===== config.mk =====
export PLATFORM = sky130hd
export DESIGN_NAME = power_mode_ctrl
export DESIGN_NICKNAME = d
export VERILOG_FILES = /design/src/shared/pmode_pkg.sv /design/src/rtl/power_mode_ctrl.sv
export SDC_FILE = /design/constraint.sdc
export NUM_CORES = 1
export LEC_CHECK = 0
export BUFFER_PORTS_ARGS = -buffer_cell sky130_fd_sc_hd__buf_2
export CORE_MARGIN = 5
export CORE_UTILIZATION = 60
export DETAILED_ROUTE_END_ITERATION = 16
export PLACE_DENSITY = 0.84
export SYNTH_ARGS = -nofsm -noshare
export SYNTH_HDL_FRONTEND = slang
export SYNTH_SLANG_ARGS = --single-unit

===== constraint.sdc =====
create_clock -name clk -period 5.8 [get_ports clk]
set_input_delay 1.16 -clock clk [delete_from_list [all_inputs] [get_ports clk]]
set_output_delay 1.16 -clock clk [all_outputs]
set_load 0.01 [all_outputs]

===== src/shared/pmode_pkg.sv =====
package pmode_pkg;

   // Register offsets on the plain register port.
   localparam logic [5:0] BANK_OFS  = 6'h03;
   localparam logic [5:0] MODE_OFS  = 6'h05;
   localparam logic [5:0] MASK_OFS  = 6'h0f;
   localparam logic [5:0] FLAG_OFS  = 6'h10;
   localparam logic [5:0] STAT_OFS  = 6'h11;

   // Bank number under which the mode control register is visible.
   localparam logic [1:0] MODE_BANK = 2'h0;

   // Bank select field inside the bank register.
   localparam int BANK_LSB = 6;
   localparam int BANK_MSB = 7;

   // Field positions of the mode control register.
   localparam int WAKE_EDGE_BIT  = 0;
   localparam int SLEEP_SEL_BIT  = 1;
   localparam int MODE_ONE_BIT   = 2;
   localparam int PRESCALE_LSB   = 4;
   localparam int PRESCALE_MSB   = 6;

   // Field positions shared by the mask and flag registers.
   localparam int TICK_BIT     = 0;
   localparam int EXT_ONE_BIT  = 2;
   localparam int TIMEBASE_BIT = 3;
   localparam int TX_EMPTY_BIT = 4;
   localparam int RX_FULL_BIT  = 5;
   localparam int UART_ERR_BIT = 6;

   // Field positions of the status register.
   localparam int STAT_GIE_BIT = 4;

   // Reset values.
   localparam logic [1:0] BANK_RST     = 2'h0;
   localparam logic [2:0] PRESCALE_RST = 3'h0;
   localparam logic       SLEEP_SEL_RST = 1'b0;
   localparam logic       WAKE_EDGE_RST = 1'b0;
   localparam logic [7:0] MASK_RST     = 8'h00;
   localparam logic       GIE_RST      = 1'b0;

   // Default oscillator warm-up length in clock cycles.
   localparam int WARMUP_CYCLES_DEF = 1024;

   // Interrupt sources handled by the second mask register.
   typedef struct packed {
      logic uart_error_flag;
      logic rx_full_flag;
      logic tx_empty_flag;
      logic timebase_flag;
      logic ext_one_flag;
      logic tick_counter_flag;
   } irq_src_t;

   // Operating modes, one-hot.
   typedef enum logic [3:0] {
      MODE_NORMAL = 4'b0001,
      MODE_IDLE   = 4'b0010,
      MODE_SLEEP  = 4'b0100,
      MODE_WARMUP = 4'b1000
   } op_mode_t;

   // Clock gate controls toward the clock tree.
   typedef struct packed {
      logic osc_en;
      logic cpu_clk_en;
      logic periph_clk_en;
   } clk_gate_t;

endpackage


===== src/rtl/power_mode_ctrl.sv =====
// How it works
// - Mask bit 6 gates UART error flag.
// - Mask bit 5 gates receive-full flag.
// - Mask bit 4 gates transmit-empty flag.
// - Mask bit 3 gates time-base flag.
// - Mask bit 2 gates external input one.
// - Mask bit 0 gates tick flag; 7,1 zero.
// - Interrupt needs mask bit and global enable.
// - Second mask register is byte read/write.
// - Halt with sleep select set enters sleep.
// - Halt with sleep select clear enters idle.
// - Normal mode clocks CPU and peripherals.
// - Idle stops CPU; enabled interrupt wakes.
// - Idle exit: service interrupt if enabled.
// - Reset pin low resets every mode.
// - Sleep stops oscillator, CPU, peripherals.
// - Only wake pin, reset pin or watchdog ends sleep; level/edge.
// - Wake pin then warm-up, then resume.
// - Edge wake: sleep even with pin low.
// - Masked-off sources still latch their flags.
// - Mode control at 0x05 of bank zero.
//
// The implementer's own choice: the address-and-strobe port.
`timescale 1ns/1ps
module power_mode_ctrl #(
   parameter int WARMUP_CYCLES = pmode_pkg::WARMUP_CYCLES_DEF
) (
   // Clock and reset.
   input  wire logic                clk,
   input  wire logic                rst_n,
   // Register port.
   input  wire logic [5:0]          reg_addr,
   input  wire logic [7:0]          reg_wdata,
   input  wire logic                reg_wr,
   input  wire logic                reg_rd,
   output logic      [7:0]          reg_rdata_r,
   // CPU core operations, one-cycle pulses.
   input  wire logic                halt_instruction,
   input  wire logic                global_irq_on_op,
   input  wire logic                global_irq_off_op,
   input  wire logic                return_from_irq_op,
   input  wire logic                irq_taken,
   // Interrupt source events and watchdog timeout.
   input  wire pmode_pkg::irq_src_t irq_events,
   input  wire logic                wdt_timeout,
   // External wake pin, active low, asynchronous.
   input  wire logic                wake_n,
   // Toward CPU and clock tree.
   output logic                     irq_req_r,
   output logic                     resume_r,
   output pmode_pkg::clk_gate_t     clk_gate_r,
   output pmode_pkg::op_mode_t      mode_r
);

   // Maps a register byte onto the interrupt source fields.
   function automatic pmode_pkg::irq_src_t byte_to_src(input logic [7:0] b);
      pmode_pkg::irq_src_t s;
      s.uart_error_flag   = b[pmode_pkg::UART_ERR_BIT];
      s.rx_full_flag      = b[pmode_pkg::RX_FULL_BIT];
      s.tx_empty_flag     = b[pmode_pkg::TX_EMPTY_BIT];
      s.timebase_flag     = b[pmode_pkg::TIMEBASE_BIT];
      s.ext_one_flag      = b[pmode_pkg::EXT_ONE_BIT];
      s.tick_counter_flag = b[pmode_pkg::TICK_BIT];
      return s;
   endfunction

   // Places the interrupt source fields into a byte; unused bits are zero.
   function automatic logic [7:0] src_to_byte(input pmode_pkg::irq_src_t s);
      logic [7:0] b;
      b = 8'h00;
      b[pmode_pkg::UART_ERR_BIT] = s.uart_error_flag;
      b[pmode_pkg::RX_FULL_BIT]  = s.rx_full_flag;
      b[pmode_pkg::TX_EMPTY_BIT] = s.tx_empty_flag;
      b[pmode_pkg::TIMEBASE_BIT] = s.timebase_flag;
      b[pmode_pkg::EXT_ONE_BIT]  = s.ext_one_flag;
      b[pmode_pkg::TICK_BIT]     = s.tick_counter_flag;
      return b;
   endfunction

   localparam logic [15:0] WARMUP_LAST = 16'(WARMUP_CYCLES - 1);

   // Wake pin synchroniser and edge history.
   logic wake_s1_r;
   logic wake_s2_r;
   logic wake_s3_r;

   // Register and mode state.
   logic [1:0]           bank_r;
   logic [1:0]           bank_nxt;
   logic [2:0]           prescale_r;
   logic [2:0]           prescale_nxt;
   logic                 sleep_sel_r;
   logic                 sleep_sel_nxt;
   logic                 wake_edge_r;
   logic                 wake_edge_nxt;
   pmode_pkg::irq_src_t  mask_r;
   pmode_pkg::irq_src_t  mask_nxt;
   pmode_pkg::irq_src_t  flags_r;
   pmode_pkg::irq_src_t  flags_nxt;
   logic                 gie_r;
   logic                 gie_nxt;
   logic [15:0]          warm_cnt_r;
   logic [15:0]          warm_cnt_nxt;
   pmode_pkg::op_mode_t  mode_nxt;
   pmode_pkg::clk_gate_t clk_gate_nxt;
   logic                 irq_req_nxt;
   logic                 resume_nxt;
   logic [7:0]           rdata_nxt;

   // Decode helpers.
   logic                 mode_sel;
   logic                 pending;
   logic                 wake_hit;
   logic [7:0]           mode_byte;
   logic [7:0]           stat_byte;

   // Two flip-flops bring the wake pin into the clock domain, a third keeps history.
   always_ff @(posedge clk or negedge rst_n)
   begin
      if (!rst_n)
      begin
         wake_s1_r <= 1'b1;
         wake_s2_r <= 1'b1;
         wake_s3_r <= 1'b1;
      end
      else
      begin
         wake_s1_r <= wake_n;
         wake_s2_r <= wake_s1_r;
         wake_s3_r <= wake_s2_r;
      end
   end

   // Mode control is visible only while bank zero is selected.
   assign mode_sel  = (reg_addr == pmode_pkg::MODE_OFS) && (bank_r == pmode_pkg::MODE_BANK);
   // Any latched flag whose mask bit is set.
   assign pending   = |(flags_r & mask_r);
   // Level wake sees a low pin, edge wake a falling edge.
   assign wake_hit  = wake_edge_r ? (wake_s3_r && !wake_s2_r) : !wake_s2_r;

   // Read views of the mode control and status registers.
   always_comb
   begin
      mode_byte = 8'h00;
      mode_byte[pmode_pkg::PRESCALE_MSB:pmode_pkg::PRESCALE_LSB] = prescale_r;
      mode_byte[pmode_pkg::MODE_ONE_BIT]  = 1'b1;
      mode_byte[pmode_pkg::SLEEP_SEL_BIT] = sleep_sel_r;
      mode_byte[pmode_pkg::WAKE_EDGE_BIT] = wake_edge_r;
      stat_byte = {4'h0, mode_r};
      stat_byte[pmode_pkg::STAT_GIE_BIT] = gie_r;
   end

   // Next values of registers, mode, clock gates and outputs.
   always_comb
   begin
      bank_nxt      = bank_r;
      prescale_nxt  = prescale_r;
      sleep_sel_nxt = sleep_sel_r;
      wake_edge_nxt = wake_edge_r;
      mask_nxt      = mask_r;
      flags_nxt     = flags_r;
      gie_nxt       = gie_r;
      warm_cnt_nxt  = warm_cnt_r;
      mode_nxt      = mode_r;
      resume_nxt    = 1'b0;
      rdata_nxt     = 8'h00;

      // Software writes.
      if (reg_wr)
      begin
         if (reg_addr == pmode_pkg::BANK_OFS)
            bank_nxt = reg_wdata[pmode_pkg::BANK_MSB:pmode_pkg::BANK_LSB];
         if (mode_sel)
         begin
            prescale_nxt  = reg_wdata[pmode_pkg::PRESCALE_MSB:pmode_pkg::PRESCALE_LSB];
            sleep_sel_nxt = reg_wdata[pmode_pkg::SLEEP_SEL_BIT];
            wake_edge_nxt = reg_wdata[pmode_pkg::WAKE_EDGE_BIT];
         end
         if (reg_addr == pmode_pkg::MASK_OFS)
            mask_nxt = byte_to_src(reg_wdata);
         if (reg_addr == pmode_pkg::FLAG_OFS)
            flags_nxt = byte_to_src(reg_wdata);
      end

      // Source events latch in every mode and win over a clearing write.
      flags_nxt = flags_nxt | irq_events;

      // Global enable; taking an interrupt masks further ones.
      if (global_irq_on_op || return_from_irq_op)
         gie_nxt = 1'b1;
      else if (global_irq_off_op || irq_taken)
         gie_nxt = 1'b0;

      // Mode sequencing.
      case (mode_r)
         pmode_pkg::MODE_NORMAL:
         begin
            if (halt_instruction)
               mode_nxt = sleep_sel_r ? pmode_pkg::MODE_SLEEP : pmode_pkg::MODE_IDLE;
         end
         pmode_pkg::MODE_IDLE:
         begin
            if (pending)
            begin
               mode_nxt   = pmode_pkg::MODE_NORMAL;
               resume_nxt = 1'b1;
            end
         end
         pmode_pkg::MODE_SLEEP:
         begin
            // Interrupt flags have no effect here; only the pin wakes.
            if (wake_hit)
            begin
               mode_nxt     = pmode_pkg::MODE_WARMUP;
               warm_cnt_nxt = 16'h0000;
            end
         end
         pmode_pkg::MODE_WARMUP:
         begin
            if (warm_cnt_r == WARMUP_LAST)
            begin
               mode_nxt   = pmode_pkg::MODE_NORMAL;
               resume_nxt = 1'b1;
            end
            else
               warm_cnt_nxt = warm_cnt_r + 16'h0001;
         end
         default:
            mode_nxt = pmode_pkg::MODE_NORMAL;
      endcase

      // Clock gates follow the next mode.
      clk_gate_nxt.osc_en        = (mode_nxt != pmode_pkg::MODE_SLEEP);
      clk_gate_nxt.cpu_clk_en    = (mode_nxt == pmode_pkg::MODE_NORMAL);
      clk_gate_nxt.periph_clk_en = (mode_nxt == pmode_pkg::MODE_NORMAL) ||
                                   (mode_nxt == pmode_pkg::MODE_IDLE);

      // The CPU sees a request only while running with global enable set.
      irq_req_nxt = gie_nxt && |(flags_nxt & mask_nxt) &&
                    (mode_nxt == pmode_pkg::MODE_NORMAL);

      // Read data stand for one cycle after the read strobe.
      if (reg_rd)
      begin
         if (reg_addr == pmode_pkg::BANK_OFS)
            rdata_nxt = {bank_r, 6'h00};
         else if (mode_sel)
            rdata_nxt = mode_byte;
         else if (reg_addr == pmode_pkg::MASK_OFS)
            rdata_nxt = src_to_byte(mask_r);
         else if (reg_addr == pmode_pkg::FLAG_OFS)
            rdata_nxt = src_to_byte(flags_r);
         else if (reg_addr == pmode_pkg::STAT_OFS)
            rdata_nxt = stat_byte;
         else
            rdata_nxt = 8'h00;
      end
   end

   // State registers; the reset pin and a watchdog timeout both reset fully.
   always_ff @(posedge clk or negedge rst_n)
   begin
      if (!rst_n)
      begin
         bank_r      <= pmode_pkg::BANK_RST;
         prescale_r  <= pmode_pkg::PRESCALE_RST;
         sleep_sel_r <= pmode_pkg::SLEEP_SEL_RST;
         wake_edge_r <= pmode_pkg::WAKE_EDGE_RST;
         mask_r      <= byte_to_src(pmode_pkg::MASK_RST);
         flags_r     <= '0;
         gie_r       <= pmode_pkg::GIE_RST;
         warm_cnt_r  <= 16'h0000;
         mode_r      <= pmode_pkg::MODE_NORMAL;
         clk_gate_r  <= 3'b111;
         irq_req_r   <= 1'b0;
         resume_r    <= 1'b0;
         reg_rdata_r <= 8'h00;
      end
      else if (wdt_timeout)
      begin
         bank_r      <= pmode_pkg::BANK_RST;
         prescale_r  <= pmode_pkg::PRESCALE_RST;
         sleep_sel_r <= pmode_pkg::SLEEP_SEL_RST;
         wake_edge_r <= pmode_pkg::WAKE_EDGE_RST;
         mask_r      <= byte_to_src(pmode_pkg::MASK_RST);
         flags_r     <= '0;
         gie_r       <= pmode_pkg::GIE_RST;
         warm_cnt_r  <= 16'h0000;
         mode_r      <= pmode_pkg::MODE_NORMAL;
         clk_gate_r  <= 3'b111;
         irq_req_r   <= 1'b0;
         resume_r    <= 1'b0;
         reg_rdata_r <= 8'h00;
      end
      else
      begin
         bank_r      <= bank_nxt;
         prescale_r  <= prescale_nxt;
         sleep_sel_r <= sleep_sel_nxt;
         wake_edge_r <= wake_edge_nxt;
         mask_r      <= mask_nxt;
         flags_r     <= flags_nxt;
         gie_r       <= gie_nxt;
         warm_cnt_r  <= warm_cnt_nxt;
         mode_r      <= mode_nxt;
         clk_gate_r  <= clk_gate_nxt;
         irq_req_r   <= irq_req_nxt;
         resume_r    <= resume_nxt;
         reg_rdata_r <= rdata_nxt;
      end
   end

endmodule


==> results.ini <==
[global_routing]
grt_max_degree = 57
grtUsageTotal_pct = 22.9
grt_pass1_vias = 2376
antenna_found_initial = 0
grt_overflow = 0
grt_pass1_wl_mm = 11.4

[setup_path]
worstPathRequired_ns = 6.01
start_kind = input port
critPathArrivalTime_ns = 2.74
crit_path_max_fanout = 9
critPathKind = input port to flop
cp-end-kind = flop

[sta]
slew_headroom_pct = 54.2
setup_violations = 0
drv_slew = 0
grt_setup_unrepaired = no
tns_ns = 0
max_freq_mhz = 395
final.period_utilization_pct = 43.7
whs_ns = 0.365
worst_pin_slew_ns = 0.687
report.final.hold_viol_count = 0
fin_crit_ns = 2.53
finClkSkew_ns = 0.00812

[clock_network]
htreeDepth = 2
hold_buffers = 0
worstSkewPairLatency_ns = 0.31
cts_tree = done
clk_pin_slew_ns = 0.11
clkSinkCount = 56
postCtsResizedCells = 0
cts_buffers = 5
cts_setup_buffers = 0
clk_path_buf_depth = 2
cts_root_buffer = clkbuf_8

[power_and_ir_drop]
p_per_area_nw_per_um2 = 215
power.total_mw = 0.703
seqPwrFrac_pct = 57.8
p_comb_share_pct = 8.6
power_frac_clock_pct = 33.6
switchingPower_mw = 0.180
internal_power_mw = 0.523
leakage_nw = 1.40
sw_frac_of_total_pct = 25.6
vdd_drop_max_uv = 174

[die]
initial_core_util_pct = 61.6
core.rowCount = 25
io_pins = 48
fp.dieW_um = 79.7
core_area_um2 = 4720
fp.dieH_um = 79.7
die_area_um2 = 6350

[synth]
synth_compound_area_share_pct = 15.3
synth_top_family_by_area = simple AND/OR/NAND/NOR gates
synth-simple-area-share_pct = 25.5
postSynthCellCount = 284
synth.avg_cell_area_um2 = 10.3
seq_area_frac_synth_pct = 48.4
postSynthNetCount = 316
yosysTopAreaCell = dfrtp_1
synth_edf_count = 0
syn-cell-area_um2 = 2910
ys.flop_type = dfrtp_1
synth.area.top_cells = dfrtp_1 (42%), dfstp_2 (6.3%), nor2_1 (4.9%)
synth-async-reset-ratio_pct = 100
synth_top_area_share_pct = 42.1
synth-seq-cells = 56
ys_types = 62
synthAdderAreaFrac_pct = 0.430
synthMuxAreaShare_pct = 5.97
yosysWarnings = 0
yosys.area_share.xor_xnor_pct = 1.50

[placed_design]
io_buffers = 47
dp_cells = 389
hpwl_mm = 4.91
gp_congestion = 0.917
placed_area_um2 = 3180

[detailed_routing]
drt-pass1-iter-count = 7
drc = 0
ant_nets = 0
wl_per_cell_um = 16.7
drt_iter0_drc = 275
vias = 2433
viasPerCell = 6.13
wirelength_mm = 6.62

[finish]
fin_cells = 397
layout.nets = 361
area_growth_pct = 12.5
finish.instance_area_um2 = 3280
num_antenna_cells = 0
drive_above_1_share_pct = 25.2
multi_input_area_um2 = 1420
ff_latch_area_um2 = 1410
nFillCells = 351

[status]
status = complete, no violations

[hold_path]
hold_class = flop to flop

[run]
maxCapViolCount = 0

==> layer usage <==
| layer | vias up | global-route usage [%] | wire (um) |
|---|---|---|---|
| met5 | - | 0 | 0 |
| met4 | 0 | 6.87 | 111 |
| met3 | 15 | 4.85 | 519 |
| met2 | 126 | 34.3 | 3020 |
| met1 | 1154 | 33.4 | 2970 |
| li1 | 1138 | - | - |
==> sequential cells by signal, summed over array words and instances, names as in the netlist, 2 cells and up <==
| signal | cells |
|---|---|
| warm_cnt_r | 16 |
| reg_rdata_r | 8 |
| flags_r | 6 |
| mask_r | 6 |
| mode_r | 4 |
| clk_gate_r | 3 |
| prescale_r | 3 |
| bank_r | 2 |
==> layout by cell type (no fill, tap or decap), types with 3 or more instances in the layout <==
master    count
a211oi_1      4
a21oi_1      18
a221oi_1      3
a22oi_1       5
a31oi_1       3
and2_1        3
and3_1        4
buf_2        47
clkbuf_8      6
dfrtp_1      49
dfstp_2       7
inv_1         6
mux2i_1      14
nand2_1      24
nand2b_1      8
nand3_1      11
nand4_1       7
nor2_1       38
nor3_1        8
o21ai_0       3
o31ai_1       5
or4_1         3
xor2_1        3
==> Yosys cell counts, drive strengths merged, types with 4 or more instances <==
cell,count
dfrtp,49
nor2,39
nand2,24
a21oi,18
mux2i,14
nand3,11
nor3,9
nand2b,8
dfstp,7
nand4,7
a211oi,6
buf,6
inv,6
a22oi,5
a31oi,5
o31ai,5
a21boi,4
and3,4
clkbuf,4
o21ai,4
==> logic make-up after synthesis <==
family	count (synthesis)
fa+ha+maj	1
xor+xnor	5
flops	56
mux	17
buf+inv	16
compound gates	60
simple gates	129
==> critical path: stages <==
cell and delay (ns):
buf_2 0.20, nand4bb_1 0.23, nor2_4 0.28, mux2i_1 0.37
o32ai_1 0.14, o311a_1 0.36
==> final timing paths <==
kind                          startpoint              to  slack (ns)  depth (start not counted)
max                          reg_addr[0]       irq_req_r        3.27                          6
min                            wake_s1_r       wake_s2_r        0.36                          0
max reg2reg                warm_cnt_r[0]   warm_cnt_r[1]        3.66                          6
min reg2reg                    wake_s1_r       wake_s2_r        0.36                          0
max in group asynchronous          rst_n      flags_r[1]        4.38                          2
min in group asynchronous          rst_n  reg_rdata_r[7]        0.96                          2
==> power by group through the flow <==
stage | Sequential, mW | Combinational [mW] | Clock, mW
5_1_grt | 0.407 | 0.0677 | 0.253
2_1_floorplan | 0.413 | 0.0303 | 0
3_5_place_dp | 0.414 | 0.0608 | 0
3_3_place_gp | 0.414 | 0.0589 | 0
4_1_cts | 0.406 | 0.0610 | 0.236
6_report | 0.407 | 0.0606 | 0.236
==> stage by stage <==
stage               util [%]  worst slack, ns
floorplan                  -             3.25
global placement        67.2             3.07
detailed placement      67.2             2.96
CTS                     69.4             3.31
global route            69.4             3.08
finish                  69.4             3.27
==> layout make-up <==
cell class,instances,area share [%]
inverters,6,0.688
clock buffers,6,2.52
clock inverters,2,0.535
well taps,67,2.56
multi-input cells,212,43.2
flip-flops and latches,56,43.0
repair buffers,48,7.41
No activity file was read; power rests on OpenSTA's default activity.
